[src/design/gpc_pkg.sv]
// package of constants for the gpio port with change detection
package gpc_pkg;

  // ----------------------------------------------------------------
  // widths
  // ----------------------------------------------------------------
  localparam int unsigned GPC_PINS = 8;
  localparam int unsigned GPC_AW = 8;
  localparam int unsigned GPC_DW = 32;

  // ----------------------------------------------------------------
  // register byte offsets
  // ----------------------------------------------------------------
  localparam logic [7:0] GPC_OFS_DIRECTION = 8'h00;
  localparam logic [7:0] GPC_OFS_OUT_LATCH = 8'h04;
  localparam logic [7:0] GPC_OFS_PIN_LEVEL = 8'h08;
  localparam logic [7:0] GPC_OFS_ANALOG_SEL = 8'h0C;
  localparam logic [7:0] GPC_OFS_RISE_EN = 8'h10;
  localparam logic [7:0] GPC_OFS_FALL_EN = 8'h14;
  localparam logic [7:0] GPC_OFS_CHG_FLAGS = 8'h18;
  localparam logic [7:0] GPC_OFS_IRQ_STATUS = 8'h1C;
  localparam logic [7:0] GPC_OFS_IRQ_MASK = 8'h20;

  // ----------------------------------------------------------------
  // reset values
  // ----------------------------------------------------------------
  localparam logic [7:0] GPC_RST_DIRECTION = 8'hFF;
  localparam logic [7:0] GPC_RST_OUT_LATCH = 8'h00;
  localparam logic [7:0] GPC_RST_ANALOG_SEL = 8'h00;
  localparam logic [7:0] GPC_RST_RISE_EN = 8'h00;
  localparam logic [7:0] GPC_RST_FALL_EN = 8'h00;
  localparam logic [7:0] GPC_RST_CHG_FLAGS = 8'h00;
  localparam logic [0:0] GPC_RST_IRQ_STATUS = 1'b0;
  localparam logic [0:0] GPC_RST_IRQ_MASK = 1'b0;

  // ----------------------------------------------------------------
  // field positions and bus answers
  // ----------------------------------------------------------------
  localparam int unsigned GPC_BIT_SUMMARY = 0;
  localparam logic [1:0] GPC_RESP_OKAY = 2'b00;
  localparam logic [1:0] GPC_RESP_SLVERR = 2'b10;

endpackage

[src/design/gpc_edge_detect.sv]
// pin sampler with analog gating and per-pin edge detection
module gpc_edge_detect (
  // clock and reset
  input wire logic aclk,
  input wire logic aresetn,
  // pins and gating
  input wire logic [gpc_pkg::GPC_PINS-1:0] pin_raw,
  input wire logic [gpc_pkg::GPC_PINS-1:0] analog_select,
  // results
  output logic [gpc_pkg::GPC_PINS-1:0] level,
  output logic [gpc_pkg::GPC_PINS-1:0] rise,
  output logic [gpc_pkg::GPC_PINS-1:0] fall
);
  import gpc_pkg::*;

  genvar i;
  generate
    for (i = 0; i < GPC_PINS; i++) begin : g_pin
      logic meta_r;
      logic sync_r;
      logic prev_r;
      logic gated;

      // ------------------------------------------------------------
      // two-stage sampler, only the second stage is looked at
      // ------------------------------------------------------------
      always_ff @(posedge aclk) begin
        if (!aresetn) begin
          meta_r <= 1'b0;
          sync_r <= 1'b0;
        end else begin
          meta_r <= pin_raw[i];
          sync_r <= meta_r;
        end
      end

      // analog pins have their input buffer off and read low
      assign gated = sync_r & ~analog_select[i];

      always_ff @(posedge aclk) begin
        if (!aresetn) begin
          prev_r <= 1'b0;
        end else begin
          prev_r <= gated;
        end
      end

      assign level[i] = gated;
      assign rise[i] = gated & ~prev_r;
      assign fall[i] = ~gated & prev_r;
    end
  endgenerate

endmodule // gpc_edge_detect

[src/design/gpc_port.sv]
// gpio port with output latch, direction, analog select and change detection
// Behaviour
// - a write to the output latch register and a write to the pin-level register have the same effect.
// - reading the output latch register returns the latch contents, not the pins.
// - reading the pin-level register returns the sampled level on each pin.
// - a set analog select bit turns off the digital input of that pin.
// - a set rising enable bit makes that pin detect low-to-high transitions.
// - a set falling enable bit makes that pin detect high-to-low transitions.
// - a pin with both enables clear never detects a change nor sets its flag.
// - an enabled rising or falling edge sets that pin's change flag.
// - any detected enabled edge also sets the summary change flag.
// - pin change flags stay set until software writes zero to them; the summary change flag clears when a one is written.
// - rising enables, falling enables and change flags reset to zero on every reset.
// - a direction register chooses per pin between driving output and input.
// - a pin taken by another peripheral is not driven by the port latch but stays readable.
// - the pin-level register reads zero for pins set as analog.
//
// Decided for this implementation: the register offsets and the AXI4-Lite slave port.
module gpc_port (
  // clock and reset
  input wire logic aclk,
  input wire logic aresetn,
  // axi4-lite write address
  input wire logic [gpc_pkg::GPC_AW-1:0] s_axi_awaddr,
  input wire logic [2:0] s_axi_awprot,
  input wire logic s_axi_awvalid,
  output logic s_axi_awready,
  // axi4-lite write data
  input wire logic [gpc_pkg::GPC_DW-1:0] s_axi_wdata,
  input wire logic [3:0] s_axi_wstrb,
  input wire logic s_axi_wvalid,
  output logic s_axi_wready,
  // axi4-lite write response
  output logic [1:0] s_axi_bresp,
  output logic s_axi_bvalid,
  input wire logic s_axi_bready,
  // axi4-lite read address
  input wire logic [gpc_pkg::GPC_AW-1:0] s_axi_araddr,
  input wire logic [2:0] s_axi_arprot,
  input wire logic s_axi_arvalid,
  output logic s_axi_arready,
  // axi4-lite read data
  output logic [gpc_pkg::GPC_DW-1:0] s_axi_rdata,
  output logic [1:0] s_axi_rresp,
  output logic s_axi_rvalid,
  input wire logic s_axi_rready,
  // port b pins
  input wire logic [gpc_pkg::GPC_PINS-1:0] port_b_pin_in,
  output logic [gpc_pkg::GPC_PINS-1:0] port_b_pin_out,
  output logic [gpc_pkg::GPC_PINS-1:0] port_b_pin_oe,
  // other peripherals owning pins
  input wire logic [gpc_pkg::GPC_PINS-1:0] periph_enable,
  // interrupt
  output logic irq
);
  import gpc_pkg::*;

  // ----------------------------------------------------------------
  // registers
  // ----------------------------------------------------------------
  logic [GPC_PINS-1:0] direction_reg_r;
  logic [GPC_PINS-1:0] output_latch_reg_r;
  logic [GPC_PINS-1:0] analog_select_reg_r;
  logic [GPC_PINS-1:0] rise_change_enable_r;
  logic [GPC_PINS-1:0] fall_change_enable_r;
  logic [GPC_PINS-1:0] pin_change_flags_r;
  logic [GPC_PINS-1:0] pin_change_flags_nxt;
  logic summary_change_flag_r;
  logic summary_change_flag_nxt;
  logic irq_mask_r;

  // ----------------------------------------------------------------
  // bus state
  // ----------------------------------------------------------------
  logic aw_go;
  logic wr_fire;
  logic ar_go;
  logic rd_fire;
  logic [GPC_AW-1:0] wr_addr;
  logic [GPC_AW-1:0] rd_addr;
  logic [7:0] wr_byte;
  logic wr_lane0;
  logic wr_hit;
  logic rd_hit;
  logic [GPC_DW-1:0] rd_word;
  logic wr_en;
  logic wr_en_direction;
  logic wr_en_latch;
  logic wr_en_analog;
  logic wr_en_rise;
  logic wr_en_fall;
  logic wr_en_flags;
  logic wr_en_status;
  logic wr_en_mask;

  // ----------------------------------------------------------------
  // pin sampling and edge detection
  // ----------------------------------------------------------------
  logic [GPC_PINS-1:0] pin_level;
  logic [GPC_PINS-1:0] pin_rise;
  logic [GPC_PINS-1:0] pin_fall;
  logic [GPC_PINS-1:0] detected;
  logic any_detected;

  gpc_edge_detect u_edge (
    .aclk(aclk),
    .aresetn(aresetn),
    .pin_raw(port_b_pin_in),
    .analog_select(analog_select_reg_r),
    .level(pin_level),
    .rise(pin_rise),
    .fall(pin_fall)
  );

  // only enabled edges count, a pin with both enables clear stays silent
  assign detected = (pin_rise & rise_change_enable_r) | (pin_fall & fall_change_enable_r);
  assign any_detected = |detected;

  // ----------------------------------------------------------------
  // write channel: address and data taken together
  // ----------------------------------------------------------------
  assign aw_go = s_axi_awvalid & s_axi_wvalid & ~s_axi_awready & ~s_axi_bvalid;
  assign wr_fire = s_axi_awvalid & s_axi_awready & s_axi_wvalid & s_axi_wready;
  assign wr_addr = s_axi_awaddr;
  assign wr_byte = s_axi_wdata[7:0];
  assign wr_lane0 = s_axi_wstrb[0];

  always_comb begin
    unique case (wr_addr)
      GPC_OFS_DIRECTION: wr_hit = 1'b1;
      GPC_OFS_OUT_LATCH: wr_hit = 1'b1;
      GPC_OFS_PIN_LEVEL: wr_hit = 1'b1;
      GPC_OFS_ANALOG_SEL: wr_hit = 1'b1;
      GPC_OFS_RISE_EN: wr_hit = 1'b1;
      GPC_OFS_FALL_EN: wr_hit = 1'b1;
      GPC_OFS_CHG_FLAGS: wr_hit = 1'b1;
      GPC_OFS_IRQ_STATUS: wr_hit = 1'b1;
      GPC_OFS_IRQ_MASK: wr_hit = 1'b1;
      default: wr_hit = 1'b0;
    endcase
  end

  always_ff @(posedge aclk) begin
    if (!aresetn) begin
      s_axi_awready <= 1'b0;
      s_axi_wready <= 1'b0;
    end else begin
      s_axi_awready <= aw_go;
      s_axi_wready <= aw_go;
    end
  end

  always_ff @(posedge aclk) begin
    if (!aresetn) begin
      s_axi_bvalid <= 1'b0;
    end else if (wr_fire) begin
      s_axi_bvalid <= 1'b1;
    end else if (s_axi_bready) begin
      s_axi_bvalid <= 1'b0;
    end
  end

  // unmapped offsets answer with an error and change nothing
  always_ff @(posedge aclk) begin
    if (!aresetn) begin
      s_axi_bresp <= GPC_RESP_OKAY;
    end else if (wr_fire) begin
      s_axi_bresp <= wr_hit ? GPC_RESP_OKAY : GPC_RESP_SLVERR;
    end
  end

  // ----------------------------------------------------------------
  // write enables per register
  // ----------------------------------------------------------------
  // a cleared lane 0 strobe leaves every register as it is
  assign wr_en = wr_fire & wr_lane0;
  assign wr_en_direction = wr_en & (wr_addr == GPC_OFS_DIRECTION);
  // the pin-level offset writes the latch as well
  assign wr_en_latch = wr_en & (wr_addr == GPC_OFS_OUT_LATCH || wr_addr == GPC_OFS_PIN_LEVEL);
  assign wr_en_analog = wr_en & (wr_addr == GPC_OFS_ANALOG_SEL);
  assign wr_en_rise = wr_en & (wr_addr == GPC_OFS_RISE_EN);
  assign wr_en_fall = wr_en & (wr_addr == GPC_OFS_FALL_EN);
  assign wr_en_flags = wr_en & (wr_addr == GPC_OFS_CHG_FLAGS);
  assign wr_en_status = wr_en & (wr_addr == GPC_OFS_IRQ_STATUS);
  assign wr_en_mask = wr_en & (wr_addr == GPC_OFS_IRQ_MASK);

  // ----------------------------------------------------------------
  // configuration registers
  // ----------------------------------------------------------------
  always_ff @(posedge aclk) begin
    if (!aresetn) begin
      direction_reg_r <= GPC_RST_DIRECTION;
    end else if (wr_en_direction) begin
      direction_reg_r <= wr_byte;
    end
  end

  // the pin-level register and the latch register share one write path
  always_ff @(posedge aclk) begin
    if (!aresetn) begin
      output_latch_reg_r <= GPC_RST_OUT_LATCH;
    end else if (wr_en_latch) begin
      output_latch_reg_r <= wr_byte;
    end
  end

  always_ff @(posedge aclk) begin
    if (!aresetn) begin
      analog_select_reg_r <= GPC_RST_ANALOG_SEL;
    end else if (wr_en_analog) begin
      analog_select_reg_r <= wr_byte;
    end
  end

  always_ff @(posedge aclk) begin
    if (!aresetn) begin
      rise_change_enable_r <= GPC_RST_RISE_EN;
    end else if (wr_en_rise) begin
      rise_change_enable_r <= wr_byte;
    end
  end

  always_ff @(posedge aclk) begin
    if (!aresetn) begin
      fall_change_enable_r <= GPC_RST_FALL_EN;
    end else if (wr_en_fall) begin
      fall_change_enable_r <= wr_byte;
    end
  end

  always_ff @(posedge aclk) begin
    if (!aresetn) begin
      irq_mask_r <= GPC_RST_IRQ_MASK;
    end else if (wr_en_mask) begin
      irq_mask_r <= wr_byte[GPC_BIT_SUMMARY];
    end
  end

  // ----------------------------------------------------------------
  // change flags: zero written clears, hardware set wins
  // ----------------------------------------------------------------
  always_comb begin
    pin_change_flags_nxt = pin_change_flags_r;
    if (wr_en_flags) begin
      pin_change_flags_nxt = pin_change_flags_r & wr_byte;
    end
    pin_change_flags_nxt = pin_change_flags_nxt | detected;
  end

  always_ff @(posedge aclk) begin
    if (!aresetn) begin
      pin_change_flags_r <= GPC_RST_CHG_FLAGS;
    end else begin
      pin_change_flags_r <= pin_change_flags_nxt;
    end
  end

  // summary flag: sticky, a one written clears it, a new edge wins
  always_comb begin
    summary_change_flag_nxt = summary_change_flag_r;
    if (wr_en_status && wr_byte[GPC_BIT_SUMMARY]) begin
      summary_change_flag_nxt = 1'b0;
    end
    summary_change_flag_nxt = summary_change_flag_nxt | any_detected;
  end

  always_ff @(posedge aclk) begin
    if (!aresetn) begin
      summary_change_flag_r <= GPC_RST_IRQ_STATUS;
    end else begin
      summary_change_flag_r <= summary_change_flag_nxt;
    end
  end

  always_ff @(posedge aclk) begin
    if (!aresetn) begin
      irq <= 1'b0;
    end else begin
      irq <= summary_change_flag_nxt & irq_mask_r;
    end
  end

  // ----------------------------------------------------------------
  // pin drivers
  // ----------------------------------------------------------------
  always_ff @(posedge aclk) begin
    if (!aresetn) begin
      port_b_pin_out <= '0;
      port_b_pin_oe <= '0;
    end else begin
      port_b_pin_out <= output_latch_reg_r;
      // a clear direction bit drives, unless a peripheral owns the pin
      port_b_pin_oe <= ~direction_reg_r & ~periph_enable;
    end
  end

  // ----------------------------------------------------------------
  // read channel
  // ----------------------------------------------------------------
  assign ar_go = s_axi_arvalid & ~s_axi_arready & ~s_axi_rvalid;
  assign rd_fire = s_axi_arvalid & s_axi_arready;
  assign rd_addr = s_axi_araddr;

  always_comb begin
    rd_word = '0;
    rd_hit = 1'b1;
    unique case (rd_addr)
      GPC_OFS_DIRECTION: rd_word[7:0] = direction_reg_r;
      GPC_OFS_OUT_LATCH: rd_word[7:0] = output_latch_reg_r;
      GPC_OFS_PIN_LEVEL: rd_word[7:0] = pin_level;
      GPC_OFS_ANALOG_SEL: rd_word[7:0] = analog_select_reg_r;
      GPC_OFS_RISE_EN: rd_word[7:0] = rise_change_enable_r;
      GPC_OFS_FALL_EN: rd_word[7:0] = fall_change_enable_r;
      GPC_OFS_CHG_FLAGS: rd_word[7:0] = pin_change_flags_r;
      GPC_OFS_IRQ_STATUS: rd_word[GPC_BIT_SUMMARY] = summary_change_flag_r;
      GPC_OFS_IRQ_MASK: rd_word[GPC_BIT_SUMMARY] = irq_mask_r;
      default: rd_hit = 1'b0;
    endcase
  end

  always_ff @(posedge aclk) begin
    if (!aresetn) begin
      s_axi_arready <= 1'b0;
    end else begin
      s_axi_arready <= ar_go;
    end
  end

  always_ff @(posedge aclk) begin
    if (!aresetn) begin
      s_axi_rvalid <= 1'b0;
    end else if (rd_fire) begin
      s_axi_rvalid <= 1'b1;
    end else if (s_axi_rready) begin
      s_axi_rvalid <= 1'b0;
    end
  end

  always_ff @(posedge aclk) begin
    if (!aresetn) begin
      s_axi_rdata <= '0;
      s_axi_rresp <= GPC_RESP_OKAY;
    end else if (rd_fire) begin
      s_axi_rdata <= rd_word;
      s_axi_rresp <= rd_hit ? GPC_RESP_OKAY : GPC_RESP_SLVERR;
    end
  end

endmodule // gpc_port

[config.mk]
export PLATFORM = sky130hd
export DESIGN_NAME = gpc_port
export DESIGN_NICKNAME = d
export VERILOG_FILES = /design/src/design/gpc_pkg.sv /design/src/design/gpc_edge_detect.sv /design/src/design/gpc_port.sv
export SDC_FILE = /design/constraint.sdc
export NUM_CORES = 1
export LEC_CHECK = 0
export BUFFER_PORTS_ARGS = -buffer_cell sky130_fd_sc_hd__buf_4
export CAP_MARGIN = 20
export CORE_UTILIZATION = 55
export CTS_CLUSTER_DIAMETER = 150
export DETAILED_ROUTE_END_ITERATION = 8
export GPL_TIMING_DRIVEN = 0
export PLACE_DENSITY = 0.81
export REMOVE_ABC_BUFFERS = 1
export SLEW_MARGIN = 20
export SYNTH_ARGS = -nofsm -noshare
export SYNTH_HDL_FRONTEND = slang
export SYNTH_HIERARCHICAL = 1
export SYNTH_SLANG_ARGS = --single-unit
[constraint.sdc]
create_clock -name aclk -period 4.5 [get_ports aclk]
set_clock_uncertainty 0.1 [all_clocks]
set_input_delay 0.45 -clock aclk [delete_from_list [all_inputs] [get_ports aclk]]
set_output_delay 0.45 -clock aclk [all_outputs]
set_load 0.02 [all_outputs]
; Word level (Yosys, flattened, before mapping)
; Index checks and enable logic that the tools add are counted.
[totals]
regBits = 107
latchBits = 0
ramBits = 0
mem_bits_ro = 0
in_bits = 81
output_inout_bits = 58
wordCells = 159
memories = 0
[classes]
addsub = 0
mul = 0
n_div = 0
n_lt_le_gt_ge = 0
eq_ne = 16
shifts = 0
muxes = 12
bitwise_logic = 80
n_reduce_logical = 9
[ops]
columns = op, count
row1 = 8-bit by 5-bit == test with 1-bit output (second input constant), 8
row2 = 7-bit case mux with 7 select lines, 1
row3 = 1-bit AND, 43
row4 = 8-bit AND, 4
row5 = 8-bit by 4-bit == test with 1-bit output (second input constant), 4
row6 = 1-bit NOT, 28
row7 = 9-bit OR reduction, 2
row8 = 8-bit by 3-bit == test with 1-bit output (second input constant), 2
row9 = 8-bit by 6-bit == test with 1-bit output (second input constant), 2
row10 = 8-bit zero test, 2
row11 = 8-bit NOT, 2
row12 = 8-bit OR, 2
row13 = 1-bit case mux with 9 select lines, 1
row14 = 8-bit 2-to-1 mux, 1
row15 = 8-bit OR reduction, 1
row16 = 1-bit 2-to-1 mux, 7
row17 = 2-bit 2-to-1 mux, 2
row18 = 2-bit nonzero test, 2
row19 = 1-bit logical AND, 1
row20 = 1-bit logical OR, 1
row21 = 1-bit OR, 1

; Depth between registers and ports, before layout
; Gate-level depths: netlist (run 1).
[logic_depth]
word_depth = 9
mapped_depth = 7
depth_no_buf = 6

; Hierarchy
; The synthesis (run 1) kept the hierarchy.
[modules_own_cells]
columns = mod, instances, cells_each, area_each_um2, seq_area_each_um2
row1 = gpc_port, 1, 377, 3749.8, 1621.6
row2 = gpc_edge_detect, 1, 90, 903.4, 480.5

; Least setup slack after synthesis (run 1)
; OpenSTA, ideal clock, no wires.
[synth_path]
path_type = input to register
startpoint = input s_axi_awaddr[1] in the netlist's numbering
endpoint = register output_latch_reg_r[0]
setup_time_ps = 116
t_arrival_ps = 2004
t_required_ps = 4284
slack_ps = 2280
path_stages = 5
path_buffers = 1
path_cell_list = or4_4 -> buf_6 -> a2111oi_4 -> mux2i_1 -> nor2b_1
[synth_between]
elab_chain_cells = 3
word_cells_on_any_way = 4
classes_between = eq/ne: 2 / bitwise: 1 / reduce/logical: 1
[synth_rtl]
columns = item, line
row1 = "start, declared", gpc_port.sv:24  ; input wire logic [gpc_pkg::GPC_AW-1:0] s_axi_awaddr,
row2 = 8-bit by 3-bit == test with 1-bit output or 8-bit by 4-bit == test with 1-bit output (tied branches), gpc_port.sv:179  ; assign wr_en_latch = wr_en & (wr_addr == GPC_OFS_OUT_LATCH || wr_addr == GPC_OFS_PIN_LEVEL);
row3 = 1-bit logical OR *, gpc_port.sv:179
row4 = 1-bit AND *, gpc_port.sv:179
row5 = "end signal, assigned", gpc_port.sv:203  ; output_latch_reg_r <= wr_byte;
row6 = "end, declared", gpc_port.sv:62  ; logic [GPC_PINS-1:0] output_latch_reg_r;
; Every way passes the cells marked *; elsewhere a longest branch is shown, timed or not.
; A chain may end at the register's enable or synchronous reset.

; Worst setup path after layout (run 1)
[layout_path]
startpoint = register s_axi_wready
endpoint = register output_latch_reg_r[4]
[layout_between]
elab_chain_cells = 5
[layout_rtl]
columns = item, line
row1 = "start, declared", gpc_port.sv:32  ; output logic s_axi_wready,
row2 = "start signal, assigned", gpc_port.sv:149  ; s_axi_wready <= aw_go;
row3 = 1-bit AND (2 in a row), -
row4 = 1-bit AND *, gpc_port.sv:123  ; assign wr_fire = s_axi_awvalid & s_axi_awready & s_axi_wvalid & s_axi_wready;
row5 = 1-bit AND *, gpc_port.sv:176  ; assign wr_en = wr_fire & wr_lane0;
row6 = 1-bit AND *, gpc_port.sv:179
; Marks and branches as above.

==> results of run 1 <==
## through the flow
step | hold WS, ns | util [%] | instances | total power, W | area [um2]
final | 0.131 | 64.6 | 633 | 0.00166 | 5310
after global routing | 0.114 | 64.6 | 633 | 0.00172 | 5310
after CTS | 0.124 | 64.6 | 633 | 0.00168 | 5310
after detailed placement | 0.330 | 62.2 | 617 | 0.00110 | 5110
after global placement | 0.325 | 62.0 | 616 | 0.00110 | 5090
after floorplan | 0.311 | - | 432 | 0.00103 | 4370
## how the worst max path moves through the flow
stage / end / slack [ns] / cells past startpoint
CTS: direction_reg_r[6] / 1.96 / 4
global placement: s_axi_rdata[2] / 1.51 / 5
detailed placement: direction_reg_r[6] / 1.79 / 5
finish: output_latch_reg_r[4] / 1.94 / 4
floorplan: rise_change_enable_r[0] / 2.15 / 3
global route: direction_reg_r[6] / 1.86 / 4
## state kept, by name, indices dropped and copies added (netlist names), 8 cells and up
signal and cells:
s_axi_rdata 8, analog_select_reg_r 8, rise_change_enable_r 8, u_edge/g_pin.meta_r 8, output_latch_reg_r 8, u_edge/g_pin.prev_r 8, fall_change_enable_r 8, port_b_pin_oe 8
port_b_pin_out 8, pin_change_flags_r 8, u_edge/g_pin.sync_r 8, direction_reg_r 8
## worst max-delay path: stages, from the launching register on
cell and delay (ns):
dfxtp_1 0.40, nand4_1 0.53, a2111oi_4 1.06, mux2i_1 0.29, nor2b_1 0.07
## cells in the mapped netlist (all sizes together), types with 2 or more instances
| cell type | n |
|---|---|
| nor4 | 7 |
| o211ai | 13 |
| a211oi | 2 |
| and2 | 41 |
| or2 | 2 |
| or4 | 4 |
| nand4b | 3 |
| nor3b | 10 |
| nand3 | 9 |
| a21boi | 11 |
| mux2i | 41 |
| dfxtp | 105 |
| o21ai | 17 |
| a21oi | 2 |
| mux4 | 6 |
| nor4bb | 2 |
| nand4 | 3 |
| nand2 | 36 |
| nor2 | 14 |
| inv | 10 |
| nand3b | 6 |
| nand2b | 16 |
| mux2 | 4 |
| a22oi | 9 |
| nor2b | 25 |
| buf | 40 |
| clkbuf | 20 |
## power by group through the flow
stage               clock (W)  sequential [W]  combinational (W)
CTS                  0.000592        0.000943           0.000140
detailed placement          0        0.000965           0.000140
global placement            0        0.000964           0.000136
finish               0.000574        0.000943           0.000139
global route         0.000627        0.000945           0.000152
floorplan                   0        0.000967          0.0000636
## layout make-up
| class | instances | area [um2] |
|---|---|---|
| clock buffer | 11 | 141 |
| clock inverter | 5 | 53.8 |
| fill | 681 | 2910 |
| inverter | 10 | 37.5 |
| multi-input combinational | 317 | 2240 |
| sequential | 105 | 2100 |
| tap | 105 | 131 |
| timing repair buffer | 80 | 601 |
## cells in the final DEF (no fill, tap or decap), types with 16 or more instances in the layout
cell type and instances:
nand2b_1 16, and2_2 24, nor2b_1 25, dfxtp_1 105, o21ai_0 17, mux2i_1 41, conb_1 26, buf_4 80
and2_1 17, nand2_1 36
## metal layers
| layer | global-route usage [%] | routed length, um | up-vias | share of wire (%) |
|---|---|---|---|---|
| li1 | - | - | 1654 | - |
| met1 | 25.3 | 4000 | 1555 | 44 |
| met2 | 38.9 | 4500 | 86 | 49 |
| met3 | 4.53 | 382 | 20 | 4.2 |
| met4 | 9.23 | 259 | 0 | 2.8 |
| met5 | 0 | 0 | - | 0 |
## logic make-up after synthesis
| family | share of synthesized area, % |
|---|---|
| other | 0.0806 |
| muxes | 12.7 |
| buffers and inverters | 8.98 |
| and+or+nand+nor | 24.1 |
| AOI/OAI and AO/OA | 9.01 |
| DFF | 45.2 |
==> flow_summary.json, run 1 <==
{
  "drcViolationCount": 0,
  "wl_per_cell_um": 14.4,
  "seq_power_share_pct": 56.9,
  "leakagePower_nw": 2.13,
  "crit_arrival_ns": 2.71,
  "startpoint": "s_axi_wready",
  "antenna_left": 0,
  "pwr-share-clk_pct": 34.7,
  "ys_seq_elements": 105,
  "r2r_start": "s_axi_wready",
  "hp-start": "periph_enable[7]",
  "hold_buffers": 0,
  "design.core.area_um2": 8220,
  "grt_overflow_total": 0,
  "cts.sinks": 105,
  "final_nets": 604,
  "route.vias.total": 3315,
  "dr.pass1.iters": 4,
  "fin_crit_sh_pct": 56.9,
  "period_needed_ns": 2.56,
  "synthCells": 467,
  "worstPathRequired_ns": 4.65,
  "crit_type": "reg2reg",
  "grt_max_degree": 109,
  "hpwl_um": 6140,
  "avgSynthCellArea_um2": 9.96,
  "regToRegSetupSlack_ns": 1.94,
  "cp_max_fo": 8,
  "die_w_um": 94.0,
  "syn_area_um2": 4650,
  "synth_edf_count": 0,
  "synth.distinct_cells": 43,
  "p_comb_share_pct": 8.4,
  "numCtsBuffers": 9,
  "p_int_w": 0.00127,
  "routed_wirelength_um": 9140,
  "final-max-slew-violation-count": 0,
  "setup_slack_ns": 1.94,
  "synth-seq-area-share_pct": 45.2,
  "cts_tree": "built",
  "cts_root_buf": "clkbuf_8",
  "grt_first_pass_wirelength_um": 14900,
  "h-tree-depth": 3,
  "postCtsSetupBuffers": 0,
  "dr.first_iter.drc_count": 134,
  "dpl_worst_slack_ns": 1.79,
  "insertion_delay_ns": 0.36,
  "peakVddDrop_v": 0.000299,
  "p_per_area_nw_per_um2": 312,
  "drive_above_1_share_pct": 26.1,
  "tightest_slew_ns": 1.10,
  "yosys_warnings": 6,
  "diodes": 0,
  "grt_pass1_vias": 3228,
  "fin_tns_setup_ns": 0,
  "final-hold-violation-count": 0,
  "critPathLaunchType": "flop",
  "cap_violations": 0,
  "track_usage_pct": 21.9,
  "path_clk_slew_ns": 0.10,
  "yosys.area.top_type": "dfxtp_1",
  "switching_share_pct": 23.3,
  "rsz0062_at_grt": "no",
  "min_path_type": "in2reg",
  "outcome": "completed",
  "slew_headroom_pct": 27.0,
  "ys.flop_type": "dfxtp_1",
  "synth_top_area_share_pct": 45.2,
  "place_congestion": 0.828,
  "via_per_inst": 5.24,
  "synthTopCellsByArea": "dfxtp_1 45%, mux2i_1 8.8%, buf_4 5.6%, and2_2 3.9%, nor2b_1 3.4%",
  "timing.rr.end": "output_latch_reg_r[4]",
  "io_buffers": 79,
  "die-area_um2": 8830,
  "p_sw_w": 0.000386,
  "rows": 33,
  "cts_resized": 0,
  "area_growth_pct": 14.1,
  "io_pins": 139,
  "hold_end": "port_b_pin_oe[7]",
  "holdPathStages": 2,
  "die_y_um": 94.0,
  "async_flop_share_pct": 0,
  "fmax_ghz": 0.391,
  "cp-end-kind": "flop",
  "grt_antenna_before_repair": 0,
  "setup_viol": 0,
  "start_util_pct": 56.6,
  "worstRegToRegCells": 4,
  "clk_path_buf_depth": 2
}
Power figures use the tool's default switching activity.
==> inputs of run 2 (changes only) <==
Settings changed: CORE_UTILIZATION 55 to 51, PLACE_DENSITY 0.81 to 0.76.
Clock period 4.5 ns to 2.65 ns, I/O delays scaled along.
==> run 2 against run 1 <==
First-iteration DRC count decreased by 13%. Cell area is 2.4% higher. Critical path depth unchanged. Cell count up 2.5%. Sequential power up 70%. Register-to-register slack worse by 1.7 ns. Sequential share of layout area decreased by 0.92 points. Setup slack worse by 1.7 ns. Critical path type unchanged. Largest cell class unchanged.
==> flow_summary.json, run 2 (synthesis results as in run 1) <==
{
  "h-tree-depth": 3,
  "met3_usage_pct": 4.53,
  "crit_chain": "nand4_1 -> nor4_4 -> mux2i_1 -> nor2b_1",
  "setup_viol": 0,
  "dr.first_iter.drc_count": 117,
  "clk_path_buf_depth": 2,
  "nFillCells": 760,
  "place_congestion": 0.774,
  "mostFrequentLayoutCell": "dfxtp_1",
  "die_w_um": 97.5,
  "crit_path_top_delay_cell": "nor4_4",
  "timing.hold.ws_ns": 0.0177,
  "io_buffers": 79,
  "final-max-slew-violation-count": 0,
  "grt_overflow_total": 0,
  "outcome": "completed",
  "track_usage_pct": 20.0,
  "period_needed_ns": 2.42,
  "final-hold-violation-count": 0,
  "leakagePower_nw": 2.18,
  "diodes": 0,
  "tightest_slew_ns": 0.988,
  "grt_first_pass_wirelength_um": 15200,
  "multi_input_area_um2": 2240,
  "grt_pass1_vias": 3120,
  "p_per_area_nw_per_um2": 505,
  "dpl_worst_slack_ns": 0.0468,
  "cp_max_fo": 8,
  "start_util_pct": 53.1,
  "fmax_ghz": 0.413,
  "min_path_type": "in2reg",
  "fin_tns_setup_ns": 0,
  "rsz0062_at_grt": "no",
  "drive_above_1_share_pct": 25.7,
  "final_nets": 618,
  "cts_tree": "built",
  "die-area_um2": 9510,
  "setup_slack_ns": 0.226,
  "cap_violations": 0,
  "busiest_layer": "met2",
  "ff_latch_area_um2": 2100,
  "routed_wirelength_um": 9320,
  "rows": 34,
  "crit_arrival_ns": 2.58,
  "area_growth_pct": 16.8,
  "io_pins": 139,
  "critPathLaunchType": "flop",
  "crit_family": "simple AND/OR/NAND/NOR gates",
  "die_y_um": 97.5,
  "antenna_left": 0,
  "design.core.area_um2": 8760,
  "via_per_inst": 5.20,
  "slew_headroom_pct": 33.7,
  "dr.pass1.iters": 4,
  "cts_root_buf": "clkbuf_8",
  "route.vias.total": 3375,
  "numCtsBuffers": 9,
  "worstPathRequired_ns": 2.81,
  "peakVddDrop_v": 0.000306,
  "grt_use_met1_pct": 25.7,
  "crit_type": "reg2reg",
  "wl_per_cell_um": 14.4,
  "critPathMaxStageDelay_ns": 0.95,
  "layout_common_cells": "105 x dfxtp_1, 82 x buf_4, 41 x mux2i_1, 36 x nand2_1, 26 x conb_1",
  "cp-end-kind": "flop",
  "insertion_delay_ns": 0.36,
  "grt_max_degree": 109,
  "grt_antenna_before_repair": 0,
  "gr-usage-met2_pct": 34.0,
  "crit_buf_inv": 0,
  "path_clk_slew_ns": 0.09,
  "hpwl_um": 6030,
  "total_power_w": 0.00275,
  "drcViolationCount": 0,
  "cts.sinks": 105,
  "fin_crit_sh_pct": 91.5
}
## run 2: final timing paths
kind / startpoint / end / slack, ns / cells after the start
max reg2reg: s_axi_wready / analog_select_reg_r[7] / 0.23 / 4
max: s_axi_wready / analog_select_reg_r[7] / 0.23 / 4
min: port_b_pin_in[1] / u_edge/g_pin[1].meta_r / 0.02 / 2
min reg2reg: s_axi_rdata[7] / s_axi_rdata[7] / 0.34 / 2
## run 2: per-stage QoR
step,utilization (%),std cells,area [um2]
finish,62.0,649,5440
global route,62.0,649,5440
global placement,58.1,619,5090
CTS,61.3,643,5370
floorplan,-,432,4370
detailed placement,58.4,620,5120
## run 2: layout make-up
class,count,share of cell area [%]
tap,108,2.49
clock inverter,2,0.253
multi-input combinational,317,41.3
inverter,10,0.691
sequential,105,38.7
clock buffer,13,2.92
timing repair buffer,94,13.7
## run 2: worst reg2reg max path, stage by stage (launching register included)
cell     delay [ns]
dfxtp_1        0.40
nand4_1        0.52
nor4_4         0.95
mux2i_1        0.29
nor2b_1        0.06
## run 2: power breakdown
part           internal (W)  total, W  leakage, nW  switching (W)
Sequential          0.00159   0.00160        0.851     0.00000686
Clock              0.000390  0.000894       0.0895       0.000504
Combinational      0.000112  0.000251         1.24       0.000139
Total               0.00210   0.00275         2.18       0.000650
## run 2: repair_timing
| item | in CTS | in global routing |
|---|---|---|
| setup buffers | 0 | 3 |
| endpoints found under the setup margin | 0 | 9 |
| resized for setup | 0 | 0 |
| endpoints found under the hold margin | 8 | 3 |
| hold buffers | 8 | 3 |
## run 2: metal layers
metal	up-vias	share of wire [%]
met5	-	0
met4	0	0.86
met3	8	4.1
met2	90	49
met1	1594	46
li1	1683	-
==> inputs of run 3 (changes only) <==
Settings changed: ABC_AREA set to 1, CORE_UTILIZATION 51 to 52, PLACE_DENSITY 0.76 to 0.77.
==> run 3 against run 2 <==
The run now ends with DRC left. Synthesized cell count up 39%. Combinational power down 2%. Area after synthesis up 3.9%. Global-route usage up 3.7 points. Maximum frequency up 30%. Total power up 3.9%. Hold slack better by 0.0068 ns. Setup slack better by 0.56 ns. Critical path type unchanged. Cell area up 3.6%. Utilization up 1.6 points.
==> flow_summary.json, run 3 <==
{
  "design.core.area_um2": 8850,
  "worstRegToRegCells": 7,
  "peakVddDrop_v": 0.000275,
  "yosys.area.top_type": "dfxtp_1",
  "crit_chain": "nand3_1 -> inv_2 -> nand2_2 -> nor2_4 -> nand4_2 -> o21ai_0 -> a21oi_1",
  "period_needed_ns": 1.86,
  "ys.flop_type": "dfxtp_1",
  "cp-end-kind": "flop",
  "async_flop_share_pct": 0,
  "hpwl_um": 7700,
  "io_pins": 139,
  "layout_common_cells": "115 x inv_1, 105 x dfxtp_1, 98 x nand2_1, 79 x buf_4, 60 x nor2_1",
  "syn_area_um2": 4830,
  "slew_headroom_pct": 57.4,
  "routed_wirelength_um": 11100,
  "diodes": 0,
  "numCtsBuffers": 9,
  "antenna_left": 0,
  "cts.sinks": 105,
  "track_usage_pct": 23.8,
  "postCtsSetupBuffers": 0,
  "ys_top_cells_by_count": "116 x inv_1, 105 x dfxtp_1, 98 x nand2_1",
  "p_comb_share_pct": 8.7,
  "leakagePower_nw": 2.61,
  "clk_path_buf_depth": 2,
  "yosys_warnings": 6,
  "timing.rr.end": "fall_change_enable_r[2]",
  "grt_first_pass_wirelength_um": 18300,
  "violations": "DRC",
  "insertion_delay_ns": 0.37,
  "mostFrequentLayoutCell": "inv_1",
  "wl_per_cell_um": 13.2,
  "regToRegSetupSlack_ns": 0.79,
  "final_nets": 807,
  "crit_path_top_delay_cell": "nand4_2",
  "nFillCells": 804,
  "synth_top_area_share_pct": 43.5,
  "ys_seq_elements": 105,
  "area_growth_pct": 16.5,
  "p_sw_w": 0.000720,
  "synth.distinct_cells": 34,
  "h-tree-depth": 3,
  "synthTopCellsByArea": "dfxtp_1 43%, inv_1 9.0%, nand2_1 7.6%, buf_4 5.7%, a21oi_1 5.1%",
  "startpoint": "s_axi_wready",
  "pwr-share-clk_pct": 35.1,
  "avgSynthCellArea_um2": 7.45,
  "route.vias.total": 4266,
  "p_per_area_nw_per_um2": 507,
  "final-hold-violation-count": 0,
  "place_congestion": 0.875,
  "grt_max_degree": 62,
  "cts_tree": "built",
  "drcViolationCount": 8,
  "critPathMaxStageDelay_ns": 0.40,
  "synthCells": 649,
  "tightest_slew_ns": 0.639,
  "seq_power_share_pct": 56.2,
  "cp_max_fo": 16,
  "worstPathRequired_ns": 2.80,
  "fin_crit_sh_pct": 70.2,
  "critPathLaunchType": "flop",
  "timing.hold.ws_ns": 0.0246,
  "synth_edf_count": 0,
  "via_per_inst": 5.08,
  "holdPathStages": 3,
  "ff_latch_area_um2": 2100,
  "grt_antenna_before_repair": 0,
  "grt_overflow_total": 0,
  "die_w_um": 98.4,
  "start_util_pct": 54.6,
  "dr.first_iter.drc_count": 233,
  "yosys.cell_count.top_type": "inv_1",
  "setup_viol": 0,
  "rsz0062_at_grt": "no",
  "drive_above_1_share_pct": 19.2,
  "io_buffers": 79,
  "r2r_start": "s_axi_wready",
  "final-max-slew-violation-count": 0,
  "cap_violations": 0,
  "outcome": "complete, but fails checks",
  "die_y_um": 98.4,
  "rows": 34,
  "fin_tns_setup_ns": 0,
  "fmax_ghz": 0.537,
  "cp-endpoint": "fall_change_enable_r[2]",
  "p_int_w": 0.00213,
  "cts_resized": 0,
  "crit_arrival_ns": 2.01,
  "cts_root_buf": "clkbuf_8",
  "multi_input_area_um2": 1950,
  "grt_pass1_vias": 3974,
  "die-area_um2": 9680,
  "dr.pass1.iters": 9,
  "crit_type": "reg2reg",
  "hold_buffers": 16,
  "min_path_type": "in2reg",
  "synth-seq-area-share_pct": 43.5,
  "path_clk_slew_ns": 0.11,
  "switching_share_pct": 25.2
}
run 3: cell count changes in the layout (fill, tap and decap cells not counted), sizes merged, moves of 11 or more:
cell,delta
a21boi,-11
a21oi,+53
and2,-41
inv,+114
mux2i,-41
nand2,+67
nand2b,-16
nand3,+39
nor2,+55
nor2b,-25
o21ai,+36
run 3: cell type report:
| cell class | instances | share of cell area (%) |
|---|---|---|
| Multi-Input combinational cell | 390 | 34.7 |
| Inverter | 124 | 8.27 |
| Timing Repair Buffer | 96 | 13.7 |
| Clock buffer | 9 | 2.20 |
| Tap cell | 108 | 2.40 |
| Clock inverter | 7 | 1.38 |
| Sequential cell | 105 | 37.3 |
run 3: critical path, delay by kind of cell (launching register included):
family          cells  cell delay, ns
buf+inv             1            0.09
simple gates        4            0.78
flops               1            0.39
compound gates      2            0.38
run 3: through the flow:
step	setup WS, ns	instances	instance area, um2	total power, W	utilization (%)
finish	0.789	839	5630	0.00285	63.6
global route	0.649	839	5630	0.00297	63.6
CTS	0.810	839	5630	0.00287	63.6
detailed placement	0.717	807	5270	0.00187	59.5
global placement	0.337	806	5250	0.00186	59.3
floorplan	0.898	619	4520	0.00175	-
run 3: worst min-delay path by stage:
stage | from | endpoint | slack, ns
after global routing | s_axi_awvalid | s_axi_wready | 0.003
after floorplan | aresetn | direction_reg_r[0] | 0.24
after CTS | s_axi_awvalid | s_axi_wready | 0.02
final | s_axi_awvalid | s_axi_wready | 0.02
after detailed placement | u_edge/g_pin[5].meta_r | u_edge/g_pin[5].sync_r | 0.30
after global placement | u_edge/g_pin[3].meta_r | u_edge/g_pin[3].sync_r | 0.30
run 3: logic make-up (layout without fill, tap and decap cells):
group | after synthesis | after routing | share of synthesized area, %
buffers and inverters | 179 | 236 | 18.0
and+or+nand+nor | 234 | 234 | 22.1
other | 1 | 26 | 0.0776
AOI/OAI and AO/OA | 130 | 130 | 16.3
DFF | 105 | 105 | 43.5
run 3: layer usage:
metal	share of wire, %	vias to the layer above	routed length [um]	global-route usage (%)
met5	0	-	0	0
met4	2.6	0	292	9.64
met3	6.4	27	710	4.68
met2	48	169	5300	39.9
met1	43	1935	4800	30.1
li1	-	2135	-	-
run 3: power groups by stage:
stage	Clock, W	Sequential (W)	Combinational [W]
6_report	0.00100	0.00160	0.000247
3_5_place_dp	0	0.00164	0.000227
5_1_grt	0.00109	0.00161	0.000270
2_1_floorplan	0	0.00164	0.000108
3_3_place_gp	0	0.00164	0.000219
4_1_cts	0.00102	0.00160	0.000246
